<file path="src/qows_pkg.sv">
//----------------------------------------------------------------------
// Notes on behaviour
//----------------------------------------------------------------------
// Notes on behaviour
// - one ordering bit per receive queue
// - bit clear lets messages arrive out of order
// - bit set keeps source transmit order
// - ordering bits read/write, reset zero, upper reserved
// - transmit queue chosen by weighted round-robin slots
// - four byte slots per word, pointer low nibble
// - slot k resets to queue k, count zero
// - count sets messages per slot per pass
// - advance slot after count, fifteen wraps zero
package qows_pkg;

    //------------------------------------------------------------------
    // register map
    //------------------------------------------------------------------
    localparam logic [11:0] RX_ORDER_OFF     = 12'h744;
    localparam logic [11:0] SLOTS_0_3_OFF    = 12'h7E0;
    localparam logic [11:0] SLOTS_4_7_OFF    = 12'h7E4;
    localparam logic [11:0] SLOTS_8_11_OFF   = 12'h7E8;
    localparam logic [11:0] SLOTS_12_15_OFF  = 12'h7EC;
    localparam logic [11:0] WRR_STATUS_OFF   = 12'h7F0;

    //------------------------------------------------------------------
    // fields and reset values
    //------------------------------------------------------------------
    localparam int          NUM_Q            = 16;
    localparam int          PTR_LSB          = 0;
    localparam int          CNT_LSB          = 4;
    localparam int          FIELD_W          = 4;
    localparam logic [15:0] RX_ORDER_RESET   = 16'h0000;
    localparam logic [127:0] SLOT_RESET      =
        128'h0F0E0D0C0B0A09080706050403020100;

    //------------------------------------------------------------------
    // types
    //------------------------------------------------------------------
    typedef enum logic [1:0] {
        WRR_LOOK  = 2'h0,
        WRR_CHECK = 2'h1,
        WRR_SERVE = 2'h3
    } qows_wrr_state_t;

    typedef struct packed {
        logic       valid;
        logic [3:0] queue;
    } qows_tx_sel_t;

    typedef struct packed {
        logic       valid;
        logic [3:0] queue;
        logic       in_seq;
    } qows_rx_msg_t;

    typedef struct packed {
        logic       accept;
        logic       defer;
        logic [3:0] queue;
    } qows_rx_verdict_t;

endpackage

</file>
<file path="src/qows_rx_order.sv">
`timescale 1ns/10ps
module qows_rx_order (
    input  wire logic                      clk,      // pclk
    input  wire logic                      rst_n,    // async reset, low
    input  wire logic [15:0]               in_order, // per-queue ordering
    input  wire qows_pkg::qows_rx_msg_t    msg,      // arriving message
    output      qows_pkg::qows_rx_verdict_t verdict  // accept or defer
);
    logic [15:0] allow;

    for (genvar n = 0; n < qows_pkg::NUM_Q; n++) begin : g_q
        assign allow[n] = ~in_order[n] | msg.in_seq;
    end

    always_ff @(posedge clk or negedge rst_n) begin
        if (!rst_n) begin
            verdict <= '0;
        end else begin
            verdict.accept <= msg.valid & allow[msg.queue];
            verdict.defer  <= msg.valid & ~allow[msg.queue];
            verdict.queue  <= msg.queue;
        end
    end

    property p_free_order;
        @(posedge clk) disable iff (!rst_n)
        (msg.valid && !in_order[msg.queue]) |=>
            verdict.accept && !verdict.defer;
    endproperty
    a_free_order: assert property (p_free_order)
        else $error("unordered queue refused a message");

    property p_strict_order;
        @(posedge clk) disable iff (!rst_n)
        (msg.valid && in_order[msg.queue] && !msg.in_seq) |=>
            verdict.defer && !verdict.accept;
    endproperty
    a_strict_order: assert property (p_strict_order)
        else $error("ordered queue took message out of sequence");

    c_defer: cover property (@(posedge clk) disable iff (!rst_n)
        verdict.defer);
endmodule

</file>
<file path="src/qows_slot_file.sv">
`timescale 1ns/10ps
module qows_slot_file (
    input  wire logic        clk,     // pclk
    input  wire logic        rst_n,   // async reset, low
    input  wire logic        wen,     // word write
    input  wire logic [1:0]  widx,    // word index
    input  wire logic [31:0] wdata,   // word data
    input  wire logic [1:0]  ridx,    // bus read index
    output      logic [31:0] rdata,   // bus read word
    input  wire logic [3:0]  sidx,    // scheduler slot
    output      logic [7:0]  sdata    // scheduler slot byte
);
    logic [127:0] slots;

    always_ff @(posedge clk or negedge rst_n) begin
        if (!rst_n) begin
            slots <= qows_pkg::SLOT_RESET;
        end else if (wen) begin
            slots[{widx, 5'h00} +: 32] <= wdata;
        end
    end

    always_ff @(posedge clk or negedge rst_n) begin
        if (!rst_n) begin
            rdata <= 32'h00000000;
            sdata <= 8'h00;
        end else begin
            rdata <= slots[{ridx, 5'h00} +: 32];
            sdata <= slots[{sidx, 3'h0} +: 8];
        end
    end

    property p_slot_reset;
        @(posedge clk) disable iff (!rst_n)
        $rose(rst_n) |-> slots == qows_pkg::SLOT_RESET;
    endproperty
    a_slot_reset: assert property (p_slot_reset)
        else $error("slot map not at reset value");

    property p_slot_byte;
        @(posedge clk) disable iff (!rst_n)
        (wen && widx == 2'h1) ##1 (sidx == 4'h5) |=>
            sdata == $past(wdata[15:8], 2);
    endproperty
    a_slot_byte: assert property (p_slot_byte)
        else $error("slot byte lane mismatch");
endmodule

</file>
<file path="src/qows_top.sv">
`timescale 1ns/10ps
module qows_top (
    input  wire logic                       pclk,      // bus clock
    input  wire logic                       presetn,   // async reset, low
    input  wire logic                       psel,      // apb select
    input  wire logic                       penable,   // apb enable
    input  wire logic                       pwrite,    // apb direction
    input  wire logic [11:0]                paddr,     // apb byte address
    input  wire logic [31:0]                pwdata,    // apb write data
    output      logic [31:0]                prdata,    // apb read data
    output      logic                       pready,    // apb ready
    output      logic                       pslverr,   // apb error
    input  wire logic [15:0]                tx_queue_pending, // queue has work
    input  wire logic                       tx_msg_done,  // one msg sent
    output      qows_pkg::qows_tx_sel_t     tx_sel,       // queue to serve
    input  wire qows_pkg::qows_rx_msg_t     rx_msg,       // arriving msg
    output      qows_pkg::qows_rx_verdict_t rx_verdict,   // accept/defer
    output      logic [15:0]                rx_in_order   // ordering bits
);
    //------------------------------------------------------------------
    // register decode
    //------------------------------------------------------------------
    logic        hit_order;
    logic        hit_slot;
    logic        hit_status;
    logic        hit_any;
    logic        access;
    logic        wr_fire;
    logic [15:0] rx_order;
    logic [31:0] slot_rdata;
    logic [7:0]  slot_byte;
    logic [31:0] status_word;

    qows_pkg::qows_wrr_state_t state;
    logic [3:0]  cur_slot;
    logic [3:0]  served;
    logic [3:0]  cnt_l;
    logic [15:0] pend_q;

    assign hit_order  = paddr == qows_pkg::RX_ORDER_OFF;
    assign hit_slot   = (paddr[11:4] == qows_pkg::SLOTS_0_3_OFF[11:4])
                        && (paddr[1:0] == 2'h0);
    assign hit_status = paddr == qows_pkg::WRR_STATUS_OFF;
    assign hit_any    = hit_order | hit_slot | hit_status;
    // one wait state: slot read data is registered in the slot file
    assign access     = psel & penable & ~pready;
    assign wr_fire    = psel & penable & pready & pwrite;
    assign status_word = {16'h0000, served, cur_slot,
                          6'h00, state};

    //------------------------------------------------------------------
    // apb answer
    //------------------------------------------------------------------
    always_ff @(posedge pclk or negedge presetn) begin
        if (!presetn) begin
            pready  <= 1'b0;
            pslverr <= 1'b0;
            prdata  <= 32'h00000000;
        end else begin
            pready  <= access;
            pslverr <= access & ~hit_any;
            prdata  <= 32'h00000000;
            if (access && !pwrite) begin
                if (hit_order) begin
                    prdata <= {16'h0000, rx_order};
                end else if (hit_slot) begin
                    prdata <= slot_rdata;
                end else if (hit_status) begin
                    prdata <= status_word;
                end
            end
        end
    end

    always_ff @(posedge pclk or negedge presetn) begin
        if (!presetn) begin
            rx_order <= qows_pkg::RX_ORDER_RESET;
        end else if (wr_fire && hit_order) begin
            rx_order <= pwdata[15:0];
        end
    end

    assign rx_in_order = rx_order;

    //------------------------------------------------------------------
    // slot storage and receive ordering
    //------------------------------------------------------------------
    qows_slot_file u_slots (
        .clk   (pclk),
        .rst_n (presetn),
        .wen   (wr_fire & hit_slot),
        .widx  (paddr[3:2]),
        .wdata (pwdata),
        .ridx  (paddr[3:2]),
        .rdata (slot_rdata),
        .sidx  (cur_slot),
        .sdata (slot_byte)
    );

    qows_rx_order u_rx (
        .clk      (pclk),
        .rst_n    (presetn),
        .in_order (rx_order),
        .msg      (rx_msg),
        .verdict  (rx_verdict)
    );

    //------------------------------------------------------------------
    // weighted round-robin scheduler
    //------------------------------------------------------------------
    // count is latched on entry, so a slot rewrite mid-service only takes
    // effect on the next pass; zero-count or idle slots are skipped
    // slot walk
    always_ff @(posedge pclk or negedge presetn) begin
        if (!presetn) begin
            state    <= qows_pkg::WRR_LOOK;
            cur_slot <= 4'h0;
            served   <= 4'h0;
            cnt_l    <= 4'h0;
            tx_sel   <= '0;
        end else begin
            unique case (state)
                qows_pkg::WRR_LOOK: begin
                    state <= qows_pkg::WRR_CHECK;
                end
                qows_pkg::WRR_CHECK: begin
                    if (slot_byte[qows_pkg::CNT_LSB +: qows_pkg::FIELD_W]
                            != 4'h0 &&
                        tx_queue_pending[slot_byte[qows_pkg::PTR_LSB +:
                            qows_pkg::FIELD_W]]) begin
                        state        <= qows_pkg::WRR_SERVE;
                        served       <= 4'h0;
                        cnt_l        <= slot_byte[qows_pkg::CNT_LSB +:
                                                  qows_pkg::FIELD_W];
                        tx_sel.valid <= 1'b1;
                        tx_sel.queue <= slot_byte[qows_pkg::PTR_LSB +:
                                                  qows_pkg::FIELD_W];
                    end else begin
                        state    <= qows_pkg::WRR_LOOK;
                        cur_slot <= cur_slot + 4'h1;
                    end
                end
                qows_pkg::WRR_SERVE: begin
                    if (tx_msg_done && (served + 4'h1) != cnt_l) begin
                        served <= served + 4'h1;
                    end else if (tx_msg_done ||
                                 !tx_queue_pending[tx_sel.queue]) begin
                        state        <= qows_pkg::WRR_LOOK;
                        cur_slot     <= cur_slot + 4'h1;
                        tx_sel.valid <= 1'b0;
                    end
                end
                default: begin
                    state <= qows_pkg::WRR_LOOK;
                end
            endcase
        end
    end

    always_ff @(posedge pclk or negedge presetn) begin
        if (!presetn) begin
            pend_q <= 16'h0000;
        end else begin
            pend_q <= tx_queue_pending;
        end
    end

    //------------------------------------------------------------------
    // checks
    //------------------------------------------------------------------
    property p_order_write;
        @(posedge pclk) disable iff (!presetn)
        (wr_fire && hit_order) |=> rx_in_order == $past(pwdata[15:0]);
    endproperty
    a_order_write: assert property (p_order_write)
        else $error("ordering bits not updated by write");

    property p_order_reserved;
        @(posedge pclk) disable iff (!presetn)
        (psel && pready && !pwrite && hit_order) |->
            prdata[31:16] == 16'h0000 && prdata[15:0] == rx_order;
    endproperty
    a_order_reserved: assert property (p_order_reserved)
        else $error("ordering register read wrong");

    property p_pick;
        @(posedge pclk) disable iff (!presetn)
        $rose(tx_sel.valid) |->
            pend_q[tx_sel.queue] && tx_sel.queue == $past(slot_byte[3:0]);
    endproperty
    a_pick: assert property (p_pick)
        else $error("selected queue not from slot or idle");

    property p_count_bound;
        @(posedge pclk) disable iff (!presetn)
        state == qows_pkg::WRR_SERVE |-> served < cnt_l && tx_sel.valid;
    endproperty
    a_count_bound: assert property (p_count_bound)
        else $error("served more than slot count");

    property p_advance;
        @(posedge pclk) disable iff (!presetn)
        (state == qows_pkg::WRR_SERVE && tx_msg_done &&
         (served + 4'h1) == cnt_l) |=>
            !tx_sel.valid && cur_slot == $past(cur_slot) + 4'h1;
    endproperty
    a_advance: assert property (p_advance)
        else $error("slot did not advance after count");

    property p_answer;
        @(posedge pclk) disable iff (!presetn)
        (psel && !penable) ##1 (psel && penable) |=> pready;
    endproperty
    a_answer: assert property (p_answer)
        else $error("apb answer not after one wait state");

    c_serve: cover property (@(posedge pclk) disable iff (!presetn)
        $rose(tx_sel.valid));
    c_wrap: cover property (@(posedge pclk) disable iff (!presetn)
        cur_slot == 4'hF ##1 cur_slot == 4'h0);
    c_err: cover property (@(posedge pclk) disable iff (!presetn)
        pready && pslverr);
endmodule

</file>
<file path="config.mk">
export PLATFORM = sky130hd
export DESIGN_NAME = qows_top
export DESIGN_NICKNAME = d
export VERILOG_FILES = /design/src/qows_pkg.sv /design/src/qows_rx_order.sv /design/src/qows_slot_file.sv /design/src/qows_top.sv
export SDC_FILE = /design/constraint.sdc
export NUM_CORES = 1
export LEC_CHECK = 0
export BUFFER_PORTS_ARGS = -buffer_cell sky130_fd_sc_hd__buf_2
export CAP_MARGIN = 20
export CORE_ASPECT_RATIO = 0.6
export CORE_MARGIN = 2
export CORE_UTILIZATION = 60
export CTS_BUF_LIST = sky130_fd_sc_hd__clkbuf_4
export CTS_CLUSTER_DIAMETER = 30
export DETAILED_ROUTE_END_ITERATION = 8
export PLACE_DENSITY = 0.92
export SKIP_LAST_GASP = 1
export SLEW_MARGIN = 0
export SYNTH_ARGS = -nofsm -noshare
export SYNTH_HDL_FRONTEND = slang
export SYNTH_HIERARCHICAL = 1
export SYNTH_SLANG_ARGS = --single-unit
</file>
<file path="constraint.sdc">
create_clock -name pclk -period 2.7 [get_ports pclk]
set_input_delay 0.405 -clock pclk [delete_from_list [all_inputs] [get_ports pclk]]
set_output_delay 0.405 -clock pclk [all_outputs]
set_load 0.005 [all_outputs]
</file>
Word level (Yosys, flattened, before mapping)
Cells that the tools add are included.
- bits in registers: 243
- latch bits: 0
- RAM bits: 0
- bits in read-only memories: 0
- input port bits: 72
- output and inout port bits: 61
- logic and storage cells: 125
- memories: 0
- add/subtract/negate cells: 3
- multipliers: 0
- div/mod/pow operators: 0
- $lt $le $gt $ge: 3
- eq/ne operators: 11
- shift operators: 4
- multiplexer cells: 26
- bitwise gates (word level): 45
- reductions and logical operators: 17
- operator list (kind ; count):
    $bwmux W128 ; 1
    $shift A32 B9 Y128 const A ; 1
    $shiftx A128 B8 Y32 ; 1
    $shiftx A128 B8 Y8 ; 1
    $shiftx A32 B9 Y128 ; 1
    $mux W32 ; 3
    $eq A12 B11 Y1 const B ; 2
    $mux W4 ; 5
    $not A1 Y1 ; 19
    $or A1 B1 Y1 ; 18
    $mux W16 ; 1
    $pmux W4 S2 ; 2
    $lt A4 B5 Y1 const B ; 3
    $bmux W1 S4 ; 3
    $ne A2 B2 Y1 const B ; 5
    $neg A7 Y9 ; 1
    $add A4 B1 Y4 const B ; 2
    $and A1 B1 Y1 ; 8
    $eq A8 B7 Y1 const B ; 1
    $reduce_and A4 Y1 ; 2
    $mux W2 ; 3
    $pmux W2 S3 ; 1
    $logic_and A1 B1 Y1 ; 5
    $mux W1 ; 5
    12 further kinds ; 15

Longest topological paths before layout
- word-level depth: 7
- gate-level depth with buffers: 10
- gate-level depth less buffers: 8

Hierarchy
Netlist, hierarchy kept.
- modules (own cells, without submodules) (module ; instances ; cells each ; area each (sq um) ; seq. area each (sq um)):
    qows_slot_file ; 1 ; 450 ; 7573.5 ; 4244.1
    qows_top ; 1 ; 256 ; 3166.8 ; 1726.7
    qows_rx_order ; 1 ; 24 ; 312.8 ; 150.1

Least setup slack after synthesis
OpenSTA, ideal clock, no wires.
- path kind: reg2reg
- from: register served[0]
- to: register cur_slot[1]
- arrival: 2.147 ns
- path slack: 0.425 ns
- cell stages (with the launch flop): 9
- buffers on the path: 1
- clock period less this slack: 2.275 ns
- path through: dfrtp_1 ha_1 xor2_1 xnor2_1 a41o_1 clkbuf_1 nand3_2 nor3_4 mux2_1
- word-level cells in the longest chain between the ends: 5
- RTL lines (item ; RTL line ; source):
    from (decl) ; qows_top.sv:36 ; logic [3:0] served;
    from (signal assigned) ; qows_top.sv:145 ; served <= served + 4'h1;
    $add A4 B1 Y4 ; qows_top.sv:144 ; if (tx_msg_done && (served + 4'h1) != cnt_l) begin
    $ne A4 B4 Y1 ; qows_top.sv:144 ;
    $logic_and A1 B1 Y1 ; qows_top.sv:144 ;
    $ne A2 B2 Y1 (no line) ; n/a ;
    $reduce_and A4 Y1 (no line) ; n/a ;
    to (signal assigned) ; qows_top.sv:140 ; cur_slot <= cur_slot + 4'h1;
    to (signal assigned) ; qows_top.sv:149 ; cur_slot <= cur_slot + 4'h1;
    to (decl) ; qows_top.sv:35 ; logic [3:0] cur_slot;
Every way passes these cells.
A chain may end at the register's enable or synchronous reset.

Worst setup path after layout
- from: register u_slots.sdata[0]
- to: register cur_slot[1]
- word-level cells in the longest chain between the ends: 5
- RTL lines (item ; RTL line ; source):
    from (decl) ; qows_slot_file.sv:11 ; output logic [7:0] sdata
    from (signal assigned) ; qows_slot_file.sv:29 ; sdata <= slots[{sidx, 3'h0} +: 8];
    $bmux W1 S4 ; qows_top.sv:129 ; tx_queue_pending[slot_byte[qows_pkg::PTR_LSB +:
    $mux W1 (implied by the code) ; qows_top.sv:129 ;
    $logic_and A1 B1 Y1 ; qows_top.sv:128 ; != 4'h0 &&
    $ne A2 B2 Y1 (no line) ; n/a ;
    $reduce_and A4 Y1 (no line) ; n/a ;
Every way passes these cells. The select of a mux whose other input is x is not followed.

==> impl_metrics.toml <==
[timing]
final.setup.tns_ns = 0
clock_skew_ns = 0.02978
fin_crit_sh = 0.8924
setup_viol = 0
period_minus_slack_ns = 2.410
max_freq_mhz = 415.0
slew_violations = 0
max-slew-margin-rel = 0.4321
worst_slack_ns = 0.2905
grt_setup_unrepaired = "no"
hold_viol = 0
worstMarginPinSlew_ns = 0.8440

[critical_path]
critPathMaxFanout = 16
crit_chain = "mux4_2 -> o2111ai_2 -> nand2b_4 -> nor3_4 -> mux2_1"
crit_path_end_kind = "flop"
startpoint = "u_slots/sdata[0]"
crit_arrival_ns = 2.94
regToRegEndpoint = "cur_slot[1]"
worst_ep_required_time_ns = 3.23
rrSetupSlack_ns = 0.29
slowest_stage = "mux4_2"
critical_path.reg2reg.startpoint = "u_slots/sdata[0]"
path_class = "flop to flop"
r2r_cells = 5
cp-endpoint = "cur_slot[1]"
start_kind = "flop"
max_stage_delay_ns = 0.60

[cells_and_area]
nFillCells = 1166
fin_nets = 992
layout_commonest_cell = "dfrtp_1"
area_growth_pct = 16.02
fin_area_sq_um = 12820
instances_no_fill = 1199
drive_gt1_frac = 0.3971
final_cell_mix = "211 x dfrtp_1, 134 x a22o_1, 131 x buf_2"

[clock_tree]
clock-sinks = 243
insertion_delay_ns = 0.66
clockBufferDepth = 3
cts_buffers = 53
post_cts_buffers = 0
root_buffer = "clkbuf_4"
clk_pin_slew_worst_paths_ns = 0.07
cts_tree = "built"
h-tree-depth = 2

[placement]
port_buffers = 132
dp.cells = 1085
post-place-ws_ns = 0.02087
placed_area_sq_um = 11940
hpwl_microns = 20220
gp_congestion = 0.9089

[logic_synthesis]
synth_area_sq_um = 11050
synth-async-reset-ratio = 1.000
yosys.area.top_type = "dfrtp_1"
netlist_top_cells_area = "dfrtp_1 48%, mux4_2 12%, a22o_1 11%"
ys_ff_latch = 243
synthFlopType = "dfrtp_1"
synth.distinct_cells = 59
syn-num-nets = 809
synth_cells = 730
ys_seq_area_frac = 0.5538
synth_edf_count = 0
ys_warn_count = 6
synth_top_area_share = 0.4777
syn_avg_cell_area_sq_um = 15.14

[pwr]
power.leakage_uw = 0.006249
vdd_drop_max_v = 0.0003780
p_per_area_nw_per_um2 = 573.6
power.total_uw = 7355

[routing]
routed_wl_microns = 31210
route.met2.wl_microns = 13880
firstDrtPassIters = 5
avgViaCountPerCell = 6.922
drtAntennaViolNets = 0
wl_met3_microns = 4103
drt-met1-wl_microns = 12150
wl_per_cell_microns = 26.03
drtIter0Drc = 991
route.vias.total = 8300
top_layer = "met5"
drc = 0

[floorplan]
core-area_sq_um = 18070
die_width_microns = 179.2
io_pins = 133
rows = 38
die_area_sq_um = 19560
fp.dieH_microns = 109.1
initial_utilization = 0.6118

[run]
maxCapViolations = 0

[grt]
grt_pass1_vias = 8401
track_usage = 0.3331
grt_max_degree = 90
overflow = 0
grt_pass1_wl_microns = 48440
antenna_found_initial = 4

[status]
status = "finished, final reports clean"

[min_path]
hold_path_class = "input pin to flop"
[worst min path at each step]
stage                                  from                end  slack, ns  cells past startpoint
after floorplan                     presetn           cnt_l[0]       0.11                      0
after global placement    u_slots/rdata[21]         prdata[21]       0.43                      1
after detailed placement  u_slots/rdata[30]         prdata[30]       0.44                      1
after CTS                        pwdata[21]  u_slots/slots[85]      0.002                      2
after global routing             pwdata[30]  u_slots/slots[30]      0.003                      2
final                            pwdata[30]  u_slots/slots[30]       0.04                      2
[cell families after synthesis]
| group | synth area share |
|---|---|
| muxes | 0.1863 |
| and+or+nand+nor | 0.05750 |
| DFF | 0.5538 |
| buffers and inverters | 0.04460 |
| AOI/OAI and AO/OA | 0.1427 |
| xor gates and xnor gates | 0.007132 |
| adders and majority gates | 0.007924 |
[layout make-up]
cell class / count / area, sq um / area share
clock buffers: 85 / 638.1 / 0.04976
flip-flops and latches: 243 / 6121 / 0.4773
well taps: 240 / 300.3 / 0.02342
diodes: 2 / 5.005 / 0.0003903
multi-input cells: 419 / 4439 / 0.3462
clock inverters: 14 / 106.4 / 0.008294
repair buffers: 184 / 1169 / 0.09113
inverters: 12 / 45.04 / 0.003513
[critical path, delay by kind of cell, from the launching register on]
kind               cells  cell delay [ns]
muxes                  2             0.95
and+or+nand+nor        2             0.44
AOI/OAI and AO/OA      1             0.32
DFF                    1             0.57
[where the power goes]
group,switching (uW),total [uW],internal (uW)
logic,406,606,199
registers,25.9,3690,3660
clock network,1440,3060,1620
total,1880,7360,5480
[routing by layer]
layer  vias to the layer above  global-route usage
li1                       3266                   -
met5                         -                   0
met1                      4175              0.4695
met2                       730              0.4852
met4                         2              0.1192
met3                       127              0.1185
[registers in the layout (all words and copies together) (netlist names)]
| register | flops |
|---|---|
| cnt_l | 4 |
| served | 4 |
| rx_in_order | 16 |
| u_slots/sdata | 8 |
| prdata | 32 |
| pready | 1 |
| state | 2 |
| tx_sel | 5 |
| u_slots/rdata | 32 |
| pslverr | 1 |
| cur_slot | 4 |
| u_slots/slots | 128 |
| u_rx/verdict | 6 |
[cells in the mapped netlist, types with 2 or more instances]
| cell type | count |
|---|---|
| and3_1 | 3 |
| nor2_1 | 14 |
| clkbuf_1 | 21 |
| dfrtp_1 | 211 |
| a22oi_1 | 29 |
| buf_6 | 12 |
| nand4_1 | 2 |
| buf_1 | 3 |
| mux4_2 | 57 |
| nor3_1 | 3 |
| nor2b_1 | 4 |
| xor2_1 | 6 |
| and2_1 | 17 |
| nor3_2 | 4 |
| ha_1 | 7 |
| o2111ai_1 | 2 |
| dfstp_2 | 32 |
| a21o_1 | 3 |
| buf_4 | 6 |
| inv_1 | 12 |
| mux2_4 | 2 |
| nand4b_1 | 4 |
| mux2i_1 | 13 |
| buf_12 | 5 |
| nand2b_1 | 3 |
| nor3b_1 | 4 |
| mux4_1 | 14 |
| nand2_1 | 28 |
| mux2_2 | 17 |
| a22o_1 | 134 |
| o21ai_0 | 12 |
| a21oi_1 | 2 |
| xnor2_1 | 3 |
| mux2_1 | 5 |
| buf_2 | 7 |
| nand3_1 | 5 |
| nor4_1 | 2 |
[metrics by stage]
step                utilization  hold slack (ns)
global placement         0.6611           0.4313
detailed placement       0.6611           0.4365
CTS                      0.7095         0.001585
global route             0.7096         0.003224
finish                   0.7098          0.04191
floorplan                     -           0.1094
[what timing repair did]
action                                  in CTS  in global routing
endpoints found under the hold margin       90                  0
resized for setup                            0                  0
endpoints found under the setup margin       0                  0
hold buffers                                13                  0
Power figures use the tool's default switching activity.
